## src/rtl/sc_ctrl_map.vh

```
`ifndef SC_CTRL_MAP_VH
`define SC_CTRL_MAP_VH

// Register offsets on the 8-bit host bus.
`define OFS_CARD_CLOCK_STOP_CONTROL 8'h03
`define OFS_ETU_WIDTH_SELECT 8'h04
`define OFS_ETU_DIVIDER_CONSTANT 8'h05
`define OFS_RECEIVE_FIFO_CONTROL 8'h06
`define OFS_PARITY_RETRY_LIMITS 8'h07

// Clock stop control fields.
`define CSC_STOP_BIT 1
`define CSC_LEVEL_BIT 0

// Width select field.
`define EWS_WIDTH_BIT 0

// Receive FIFO control fields.
`define RFC_PURGE_BIT 7
`define RFC_THR_MSB 6
`define RFC_THR_LSB 4
`define RFC_COUNT_MSB 3
`define RFC_COUNT_LSB 0

// Parity and retry limit fields.
`define PRL_RETRY_CLR_BIT 7
`define PRL_RETRY_MSB 6
`define PRL_RETRY_LSB 4
`define PRL_PAR_CLR_BIT 3
`define PRL_PAR_MSB 2
`define PRL_PAR_LSB 0

// Reset values.
`define RST_CARD_CLOCK_STOP_CONTROL 2'h0
`define RST_ETU_WIDTH_SELECT 1'h0
`define RST_ETU_DIVIDER_CONSTANT 8'h0c
`define RST_FIFO_THRESHOLD 3'h0
`define RST_RETRY_LIMIT 3'h0
`define RST_PARITY_LIMIT 3'h0

// Timing counts.
`define ETU_LAST_NARROW 5'h1e
`define ETU_LAST_WIDE 5'h1f
`define RETRY_GAP_ETU 4'hf
`define RX_BUFFER_BYTES 5'h08
`define CLK_START_DELAY_CYCLES 200
`define CLK_STOP_DELAY_CYCLES 200

`endif

```

## src/rtl/rx_byte_fifo.v

```verilog
`timescale 1ns/1ps
`default_nettype none

module rx_byte_fifo #(
    parameter WIDTH = 8,
    parameter DEPTH = 16,
    parameter AW = 4
) (
    input wire clk_sys, // System clock.
    input wire sys_rst, // Asynchronous reset, active high.
    input wire flush, // Empties the buffer.
    input wire in_valid, // Source offers a word.
    output wire in_ready, // Buffer can take a word.
    input wire [WIDTH-1:0] in_data, // Word offered.
    output wire out_valid, // A word is waiting.
    input wire out_ready, // Drain takes the word.
    output wire [WIDTH-1:0] out_data, // Oldest word.
    output reg [AW:0] count // Words held.
);
    reg [WIDTH-1:0] mem [0:DEPTH-1];
    reg [AW-1:0] wr_ptr;
    reg [AW-1:0] rd_ptr;
    wire push;
    wire pop;

    assign in_ready = (count != DEPTH[AW:0]) && !flush;
    assign out_valid = (count != {(AW+1){1'b0}});
    assign out_data = mem[rd_ptr];
    assign push = in_valid && in_ready;
    assign pop = out_valid && out_ready && !flush;

    always @(posedge clk_sys) begin
        if (push) begin
            mem[wr_ptr] <= in_data;
        end
    end

    always @(posedge clk_sys or posedge sys_rst) begin
        if (sys_rst) begin
            wr_ptr <= {AW{1'b0}};
            rd_ptr <= {AW{1'b0}};
            count <= {(AW+1){1'b0}};
        end else if (flush) begin
            wr_ptr <= {AW{1'b0}};
            rd_ptr <= {AW{1'b0}};
            count <= {(AW+1){1'b0}};
        end else begin
            if (push) begin
                wr_ptr <= wr_ptr + 1'b1;
            end
            if (pop) begin
                rd_ptr <= rd_ptr + 1'b1;
            end
            if (push && !pop) begin
                count <= count + 1'b1;
            end else if (pop && !push) begin
                count <= count - 1'b1;
            end
        end
    end
endmodule // rx_byte_fifo

`default_nettype wire

```

## src/rtl/card_clock_gen.v

```verilog
`timescale 1ns/1ps
`default_nettype none

module card_clock_gen (
    input wire clk_sys, // System clock.
    input wire sys_rst, // Asynchronous reset, active high.
    input wire [7:0] divisor, // Half period in system cycles.
    input wire run, // Keep the card clock toggling.
    input wire park_high, // Level to hold when stopped.
    output reg card_clk, // Card clock to the pin.
    output wire clk_rise, // Pulse as the card clock rises.
    output wire parked // Clock is held at its park level.
);
    reg [7:0] cnt;
    wire [7:0] half;
    wire term;
    wire toggle;

    // A divisor of zero behaves as one.
    assign half = (divisor == 8'h00) ? 8'h01 : divisor;
    assign term = (cnt >= half - 8'h01);
    // A stop finishes the running half period, so no runt pulse reaches the card.
    assign toggle = run || (card_clk != park_high);
    assign clk_rise = term && toggle && !card_clk;
    assign parked = !run && (card_clk == park_high);

    always @(posedge clk_sys or posedge sys_rst) begin
        if (sys_rst) begin
            cnt <= 8'h00;
            card_clk <= 1'b0;
        end else if (term) begin
            cnt <= 8'h00;
            if (toggle) begin
                card_clk <= !card_clk;
            end
        end else begin
            cnt <= cnt + 8'h01;
        end
    end
endmodule // card_clock_gen

`default_nettype wire

```

## src/rtl/smartcard_clock_etu_fifo_ctrl.v

```verilog
// Notes on behaviour
// - Unused upper control bits ignored, read zero.
// - Stop bit zero runs clock, start delay.
// - Stop bit one halts after character, delay.
// - Level bit parks stopped clock low/high.
// - ETU is 31 or 32 divider cycles.
// - Divider counts card clocks; zero acts one.
// - Divider resets to twelve, ETU 372.
// - Purge empties FIFO, clears error flags.
// - FIFO full at threshold plus one bytes.
// - T=0 forces full threshold to one.
// - Low bits read byte count capped at 8, writes ignored.
// - Retry clear bit resets retry counter.
// - T=0 retry field allows zero to seven.
// - Retransmit starts 15 ETU after NAK.
// - Retries exhausted raises retry interrupt.
// - Parity clear bit resets error counter.
// - T=0 parity limit N interrupts on error N+1.
// - Card clock is system clock over 2n.
`timescale 1ns/1ps
`default_nettype none
`include "sc_ctrl_map.vh"

module smartcard_clock_etu_fifo_ctrl #(
    parameter START_DELAY = `CLK_START_DELAY_CYCLES,
    parameter STOP_DELAY = `CLK_STOP_DELAY_CYCLES,
    parameter FIFO_DEPTH = 16
) (
    input wire clk_sys, // System clock, 50 MHz.
    input wire sys_rst, // Asynchronous reset, active high.
    input wire [7:0] paddr, // APB address.
    input wire psel, // APB select.
    input wire penable, // APB access phase.
    input wire pwrite, // APB write.
    input wire [7:0] pwdata, // APB write data.
    output reg [7:0] prdata, // APB read data.
    output wire pready, // APB ready, always high.
    output wire pslverr, // APB error on unmapped address.
    input wire [7:0] clk_divisor, // Card clock half period.
    input wire t0_mode, // Protocol T=0 selected.
    input wire char_active, // A character is being sent or received.
    output wire card_clk, // Card clock pin.
    output wire card_clk_parked, // Card clock is stopped.
    output wire char_enable, // A new character may start.
    output reg etu_tick, // One-cycle ETU boundary pulse.
    input wire rx_valid, // Received byte offered.
    input wire [7:0] rx_data, // Received byte.
    output wire rx_ready, // Buffer takes the byte.
    output wire buf_valid, // Buffered byte waiting.
    output wire [7:0] buf_data, // Oldest buffered byte.
    input wire buf_ready, // Host reader takes the byte.
    output wire fifo_full, // Fill level above threshold.
    input wire rx_parity_err, // Pulse: received parity error.
    output reg parity_err_flag, // Sticky parity error status.
    output reg overrun_flag, // Sticky overrun status.
    input wire tx_nak, // Pulse: card NAKed a character.
    output reg retransmit_go, // Pulse: start the retransmission.
    output reg retry_irq, // Pulse: retries used up.
    output reg parity_irq // Pulse: parity error limit reached.
);
    localparam CS_RUN = 4'b0001;
    localparam CS_DRAIN = 4'b0010;
    localparam CS_HALT = 4'b0100;
    localparam CS_WAKE = 4'b1000;
    reg stop_req, park_high, etu_wide, retry_wait;
    reg [7:0] etu_div, div_cnt;
    reg [2:0] fifo_thr, retry_lim, par_lim, retry_cnt;
    reg [3:0] clk_state, next_clk_state, gap_cnt, par_cnt;
    reg [15:0] delay_cnt;
    reg [4:0] width_cnt;
    wire wr_en, rd_setup, clk_rise, div_term, purge, retry_clr, par_clr, rx_reject;
    wire [4:0] fifo_count, width_last;
    wire [3:0] count_shown, par_base;
    wire [2:0] thr_eff, retry_base;
    wire [7:0] etu_mod;
    function mapped;
        input [7:0] a;
        begin
            mapped = (a == `OFS_CARD_CLOCK_STOP_CONTROL) || (a == `OFS_ETU_WIDTH_SELECT) ||
                     (a == `OFS_ETU_DIVIDER_CONSTANT) || (a == `OFS_RECEIVE_FIFO_CONTROL) ||
                     (a == `OFS_PARITY_RETRY_LIMITS);
        end
    endfunction
    function write_to;
        input [7:0] a;
        input [7:0] ofs;
        begin
            write_to = wr_en && (a == ofs);
        end
    endfunction
    assign wr_en = psel && penable && pwrite;
    assign rd_setup = psel && !penable && !pwrite;
    assign pready = 1'b1;
    assign pslverr = psel && penable && !mapped(paddr);
    // Host register writes.
    always @(posedge clk_sys or posedge sys_rst) begin
        if (sys_rst) begin
            {stop_req, park_high} <= `RST_CARD_CLOCK_STOP_CONTROL;
            etu_wide <= `RST_ETU_WIDTH_SELECT;
            etu_div <= `RST_ETU_DIVIDER_CONSTANT;
            fifo_thr <= `RST_FIFO_THRESHOLD;
            retry_lim <= `RST_RETRY_LIMIT;
            par_lim <= `RST_PARITY_LIMIT;
        end else begin
            if (write_to(paddr, `OFS_CARD_CLOCK_STOP_CONTROL)) begin
                stop_req <= pwdata[`CSC_STOP_BIT];
                park_high <= pwdata[`CSC_LEVEL_BIT];
            end
            if (write_to(paddr, `OFS_ETU_WIDTH_SELECT))
                etu_wide <= pwdata[`EWS_WIDTH_BIT];
            if (write_to(paddr, `OFS_ETU_DIVIDER_CONSTANT))
                etu_div <= pwdata;
            if (write_to(paddr, `OFS_RECEIVE_FIFO_CONTROL))
                fifo_thr <= pwdata[`RFC_THR_MSB:`RFC_THR_LSB];
            if (write_to(paddr, `OFS_PARITY_RETRY_LIMITS)) begin
                retry_lim <= pwdata[`PRL_RETRY_MSB:`PRL_RETRY_LSB];
                par_lim <= pwdata[`PRL_PAR_MSB:`PRL_PAR_LSB];
            end
        end
    end

    assign count_shown = (fifo_count > `RX_BUFFER_BYTES) ? 4'h8 : fifo_count[3:0];

    // Read data is latched in the setup phase so it is stable through the access phase.
    always @(posedge clk_sys or posedge sys_rst) begin
        if (sys_rst) begin
            prdata <= 8'h00;
        end else if (rd_setup) begin
            case (paddr)
                `OFS_CARD_CLOCK_STOP_CONTROL: prdata <= {6'h00, stop_req, park_high};
                `OFS_ETU_WIDTH_SELECT: prdata <= {7'h00, etu_wide};
                `OFS_ETU_DIVIDER_CONSTANT: prdata <= etu_div;
                `OFS_RECEIVE_FIFO_CONTROL: prdata <= {1'b0, fifo_thr, count_shown};
                `OFS_PARITY_RETRY_LIMITS: prdata <= {1'b0, retry_lim, 1'b0, par_lim};
                default: prdata <= 8'h00;
            endcase
        end
    end

    card_clock_gen u_clk (
        .clk_sys(clk_sys),
        .sys_rst(sys_rst),
        .divisor(clk_divisor),
        .run(clk_state != CS_HALT),
        .park_high(park_high),
        .card_clk(card_clk),
        .clk_rise(clk_rise),
        .parked(card_clk_parked)
    );

    // Clock stop and restart sequencing.
    always @* begin
        next_clk_state = clk_state;
        case (clk_state)
            CS_RUN: begin
                if (stop_req) begin
                    next_clk_state = CS_DRAIN;
                end
            end
            CS_DRAIN: begin
                if (!stop_req) begin
                    next_clk_state = CS_RUN;
                end else if (!char_active && clk_rise && delay_cnt >= STOP_DELAY - 1) begin
                    next_clk_state = CS_HALT;
                end
            end
            CS_HALT: begin
                if (!stop_req) begin
                    next_clk_state = CS_WAKE;
                end
            end
            CS_WAKE: begin
                if (stop_req) begin
                    next_clk_state = CS_HALT;
                end else if (clk_rise && delay_cnt >= START_DELAY - 1) begin
                    next_clk_state = CS_RUN;
                end
            end
            default: next_clk_state = CS_RUN;
        endcase
    end

    always @(posedge clk_sys or posedge sys_rst) begin
        if (sys_rst) begin
            clk_state <= CS_RUN;
            delay_cnt <= 16'h0000;
        end else begin
            clk_state <= next_clk_state;
            // A character in flight restarts the stop delay, so the bit may be set mid-character.
            if (next_clk_state != clk_state || char_active) begin
                delay_cnt <= 16'h0000;
            end else if (clk_rise) begin
                delay_cnt <= delay_cnt + 16'h0001;
            end
        end
    end

    assign char_enable = (clk_state == CS_RUN) || (clk_state == CS_DRAIN);

    assign etu_mod = (etu_div == 8'h00) ? 8'h01 : etu_div;
    assign div_term = clk_rise && (div_cnt >= etu_mod - 8'h01);
    assign width_last = etu_wide ? `ETU_LAST_WIDE : `ETU_LAST_NARROW;

    always @(posedge clk_sys or posedge sys_rst) begin
        if (sys_rst) begin
            div_cnt <= 8'h00;
            width_cnt <= 5'h00;
            etu_tick <= 1'b0;
        end else begin
            etu_tick <= 1'b0;
            if (div_term) begin
                div_cnt <= 8'h00;
                if (width_cnt >= width_last) begin
                    width_cnt <= 5'h00;
                    etu_tick <= 1'b1;
                end else begin
                    width_cnt <= width_cnt + 5'h01;
                end
            end else if (clk_rise) begin
                div_cnt <= div_cnt + 8'h01;
            end
        end
    end

    assign purge = write_to(paddr, `OFS_RECEIVE_FIFO_CONTROL) && pwdata[`RFC_PURGE_BIT];

    rx_byte_fifo #(
        .WIDTH(8),
        .DEPTH(FIFO_DEPTH),
        .AW(4)
    ) u_fifo (
        .clk_sys(clk_sys),
        .sys_rst(sys_rst),
        .flush(purge),
        .in_valid(rx_valid),
        .in_ready(rx_ready),
        .in_data(rx_data),
        .out_valid(buf_valid),
        .out_ready(buf_ready),
        .out_data(buf_data),
        .count(fifo_count)
    );

    assign thr_eff = t0_mode ? 3'h0 : fifo_thr;
    assign fifo_full = (fifo_count >= {2'h0, thr_eff} + 5'h01);

    assign rx_reject = rx_valid && !rx_ready;

    always @(posedge clk_sys or posedge sys_rst) begin
        if (sys_rst) begin
            parity_err_flag <= 1'b0;
            overrun_flag <= 1'b0;
        end else begin
            // A new event in the purge cycle is kept.
            parity_err_flag <= rx_parity_err || (parity_err_flag && !purge);
            overrun_flag <= rx_reject || (overrun_flag && !purge);
        end
    end

    assign retry_clr = write_to(paddr, `OFS_PARITY_RETRY_LIMITS) && pwdata[`PRL_RETRY_CLR_BIT];
    assign par_clr = write_to(paddr, `OFS_PARITY_RETRY_LIMITS) && pwdata[`PRL_PAR_CLR_BIT];
    assign retry_base = retry_clr ? 3'h0 : retry_cnt;
    assign par_base = par_clr ? 4'h0 : par_cnt;

    always @(posedge clk_sys or posedge sys_rst) begin
        if (sys_rst) begin
            retry_cnt <= 3'h0;
            retry_wait <= 1'b0;
            gap_cnt <= 4'h0;
            retransmit_go <= 1'b0;
            retry_irq <= 1'b0;
        end else begin
            retransmit_go <= 1'b0;
            retry_irq <= 1'b0;
            retry_cnt <= retry_base;
            if (tx_nak && t0_mode) begin
                if (retry_base < retry_lim) begin
                    retry_cnt <= retry_base + 3'h1;
                    retry_wait <= 1'b1;
                    gap_cnt <= 4'h0;
                end else begin
                    retry_irq <= 1'b1;
                end
            end else if (retry_wait && etu_tick) begin
                if (gap_cnt == `RETRY_GAP_ETU - 4'h1) begin
                    retry_wait <= 1'b0;
                    retransmit_go <= 1'b1;
                end else begin
                    gap_cnt <= gap_cnt + 4'h1;
                end
            end
        end
    end

    always @(posedge clk_sys or posedge sys_rst) begin
        if (sys_rst) begin
            par_cnt <= 4'h0;
            parity_irq <= 1'b0;
        end else begin
            parity_irq <= 1'b0;
            par_cnt <= par_base;
            if (rx_parity_err && t0_mode) begin
                if (par_base == {1'b0, par_lim}) begin
                    parity_irq <= 1'b1;
                end
                if (par_base != 4'h8) begin
                    par_cnt <= par_base + 4'h1;
                end
            end
        end
    end
endmodule // smartcard_clock_etu_fifo_ctrl

`default_nettype wire

```

## config.mk

```make
export PLATFORM = sky130hd
export DESIGN_NAME = smartcard_clock_etu_fifo_ctrl
export DESIGN_NICKNAME = d
export VERILOG_FILES = /design/src/rtl/rx_byte_fifo.v /design/src/rtl/card_clock_gen.v /design/src/rtl/smartcard_clock_etu_fifo_ctrl.v
export VERILOG_INCLUDE_DIRS = /design/src /design/src/rtl
export SDC_FILE = /design/constraint.sdc
export NUM_CORES = 1
export LEC_CHECK = 0
export BUFFER_PORTS_ARGS = -buffer_cell sky130_fd_sc_hd__clkbuf_2
export CORE_ASPECT_RATIO = 0.75
export CORE_MARGIN = 3
export CORE_UTILIZATION = 56
export CTS_BUF_LIST = sky130_fd_sc_hd__clkbuf_2
export CTS_CLUSTER_DIAMETER = 60
export DETAILED_ROUTE_END_ITERATION = 8
export PLACE_DENSITY = 0.78
export SYNTH_ARGS = -nofsm -noshare
export SYNTH_HDL_FRONTEND = slang
export SYNTH_SLANG_ARGS = --single-unit
export TNS_END_PERCENT = 1
```

## constraint.sdc

```tcl
create_clock -name clk_sys -period 3.2 [get_ports clk_sys]
set_input_delay 0.32 -clock clk_sys [delete_from_list [all_inputs] [get_ports clk_sys]]
set_output_delay 0.32 -clock clk_sys [all_outputs]
set_load 0.005 [all_outputs]
```

==> results_dict.tcl <==
set metrics [dict create \
    rr_worst_depth 13 \
    die-area_um2 21400 \
    leakage_nw 5.34 \
    synth_edf_count 128 \
    die_y_um 127 \
    whs_ps 85.9 \
    h-tree-depth 2 \
    path_class "reg -> reg" \
    overflow 0 \
    r2r_start "etu_div[4]" \
    yosys_warnings 0 \
    worstHoldPathCells 5 \
    routed_via_density 5.80 \
    ys_ff_latch 229 \
    clk-insertion-delay-late_ps 820 \
    clock-root-buffer "clkbuf_2" \
    synthCells 897 \
    start_util 0.583 \
    grt_pass1_wl_mm 39.8 \
    critPathMaxFanout 4 \
    grt.total_usage 0.233 \
    io_pins 73 \
    worstPathCellList "or4_4 -> nor4_2 -> nor2_1 -> ha_2 -> nand2_2 -> xor2_1 -> ha_1 -> o2111ai_1 -> o221ai_2 -> o21a_1 -> buf_4 -> o21ai_0 -> a22o_1" \
    hpwl_mm 16.9 \
    setup_viol_count_final 0 \
    port_buffers 71 \
    status "complete, no violations" \
    cp-end-kind "flop" \
    synth_nets 984 \
    wl_mm 24.7 \
    critical_path.top_delay_family "compound AO/OA/AOI/OAI gates" \
    finalInstanceArea_um2 12800 \
    synth_flop_cell "edfxtp_1" \
    hp-start "paddr[1]" \
    fin_crit_sh 0.957 \
    first_iter_violations 659 \
    globalplace.congestion 0.885 \
    cap_violations 0 \
    clock.fmax_ghz 0.327 \
    tns_ps 0 \
    wl_per_cell_um 18.2 \
    synth_xor_area_frac 0.0438 \
    period_needed_ps 3060 \
    path_clk_slew_ps 110 \
    slowest_stage "or4_4" \
    power_mw 8.69 \
    synth.distinct_cells 69 \
    dr.pass1.iters 5 \
    critPathLaunch "etu_div[4]" \
    clock-skew-final_ps 45.3 \
    hold_viol_final 0 \
    drv_slew 0 \
    cts_buffers 54 \
    hold_path.class "in -> reg" \
    cts_tree "built" \
    p_per_area_nw_per_um2 681 \
    cp.depth 13 \
    syn_area_per_cell_um2 12.3 \
    cp.required_ps 3870 \
    synth_top_area_frac 0.349 \
    arrival_ps 3730 \
    synth-async-reset-ratio 0.441 \
    relSlewSlack 0.353 \
    synth-adder-area-share 0.0507 \
    area_delta_synth_final_pct 16.0 \
    drc 0 \
    critPathLaunchType "flop" \
    clock-sinks 229 \
    row_count 43 \
    path_buf_inv 1 \
    synthMuxAreaShare 0.0889 \
    grt_pass1_vias 7671 \
    antenna_left 0 \
    synth_top_area_cell "edfxtp_1" \
    synthSimpleGateAreaFrac 0.124 \
    die_w_um 168 \
    antenna_found_initial 1 \
    synth_compound_area_frac 0.0885 \
    design.core.area_um2 18900 \
    irDropWorstVdd_mv 0.349 \
    yosysSeqAreaShare 0.579 \
    max_stage_delay_ps 530 \
    synth_top_family_by_area "simple AND/OR/NAND/NOR gates" \
    clk_path_buf_depth 3 \
    final_common_cell "clkbuf_2" \
    grt_max_degree 55 \
    synth.top_cells.by_area "edfxtp_1 (35%), dfrtp_1 (22%), ha_1 (4.9%)" \
    postPlaceCellArea_um2 12000 \
    final_cell_mix "clkbuf_2 (147), edfxtp_1 (128), dfrtp_1 (97)" \
    fin_nets 1154 \
    vias 7882 \
    synth_area_um2 11000 \
    drive_gt1_frac 0.245 \
    worst_pin_slew_ps 967 \
]
==> cell type report <==
type | instances | area, um^2
repair buffers | 150 | 1040
clock buffers | 76 | 380
well taps | 247 | 309
diodes | 1 | 2.50
fillers | 1374 | 6120
flip-flops and latches | 229 | 6380
clock inverters | 23 | 105
multi-input cells | 598 | 4430
inverters | 34 | 130
==> what timing repair did <==
action	4_1_cts	5_1_grt
setup buffers	2	1
endpoints found under the hold margin	219	0
pin swaps	0	2
setup endpoints to repair	3	19
hold buffers	26	0
resized for setup	0	10
==> metrics by stage <==
stage	setup WS [ps]	util	instances
final	139	0.676	1358
after global routing	-37.5	0.676	1358
after CTS	-9.60	0.673	1356
after detailed placement	-194	0.633	1229
after global placement	-123	0.633	1229
after floorplan	72.1	-	897
==> cell families (layout without fill, tap and decap cells) <==
logic type,after synthesis,in the layout
flip-flops,229,229
AO/OA/AOI/OAI,143,143
multiplexers,74,74
buffers and inverters,70,283
adder cells (fa/ha/maj),44,44
AND/OR/NAND/NOR,281,281
other,1,2
XOR/XNOR,55,55
==> power breakdown <==
part / internal (mW) / switching (mW) / total (mW) / leakage, nW
logic: 1.33 / 1.61 / 2.95 / 2.51
clock network: 0.660 / 1.16 / 1.82 / 0.366
registers: 3.51 / 0.413 / 3.92 / 2.46
total: 5.50 / 3.19 / 8.69 / 5.34
==> metal layers <==
metal  vias up  global-route usage  wire (um)  part of all wire
li1       3685                   -          -                 -
met1      3865               0.356      11400              0.46
met2       293               0.349      10900              0.44
met3        39              0.0448       1980             0.080
met4         0              0.0582        354             0.014
met5         -                   0          0                 0
==> worst reg2reg max path: stages (launching register included) <==
cell       delay, ps
dfrtp_1          400
or4_4            530
nor4_2           160
nor2_1           120
ha_2             200
nand2_2           70
xor2_1            70
ha_1             290
o2111ai_1        170
o221ai_2         240
o21a_1           210
buf_4            140
o21ai_0           90
a22o_1           240
==> state kept, by name, summed over array words and instances, names as in the netlist, 4 cells and up <==
register / count
u_fifo.mem: 128
delay_cnt: 16
div_cnt: 8
etu_div: 8
prdata: 8
u_clk.cnt: 8
u_fifo.count: 5
width_cnt: 5
clk_state: 4
gap_cnt: 4
par_cnt: 4
u_fifo.rd_ptr: 4
u_fifo.wr_ptr: 4
==> synth_stat cells, types with 11 or more instances <==
master / number
a21oi_1: 26
a22oi_1: 15
and2_1: 11
clkbuf_1: 26
dfrtp_1: 98
edfxtp_1: 128
ha_1: 43
inv_1: 34
mux2_2: 26
mux2i_1: 31
mux4_2: 16
nand2_1: 72
nand3_1: 29
nand4_1: 17
nor2_1: 77
nor2b_1: 15
nor3_1: 16
o21ai_0: 39
xnor2_1: 20
xor2_1: 35
==> final timing paths <==
path / endpoint / slack, ps
max in group asynchronous: etu_div[2] / 2260
worst min-delay path: etu_wide / 90
min in group asynchronous: stop_req / 190
worst min register to register: overrun_flag / 490
worst max register to register: div_cnt[4] / 140
worst max-delay path: div_cnt[4] / 140
No activity file was read; power rests on OpenSTA's default activity.
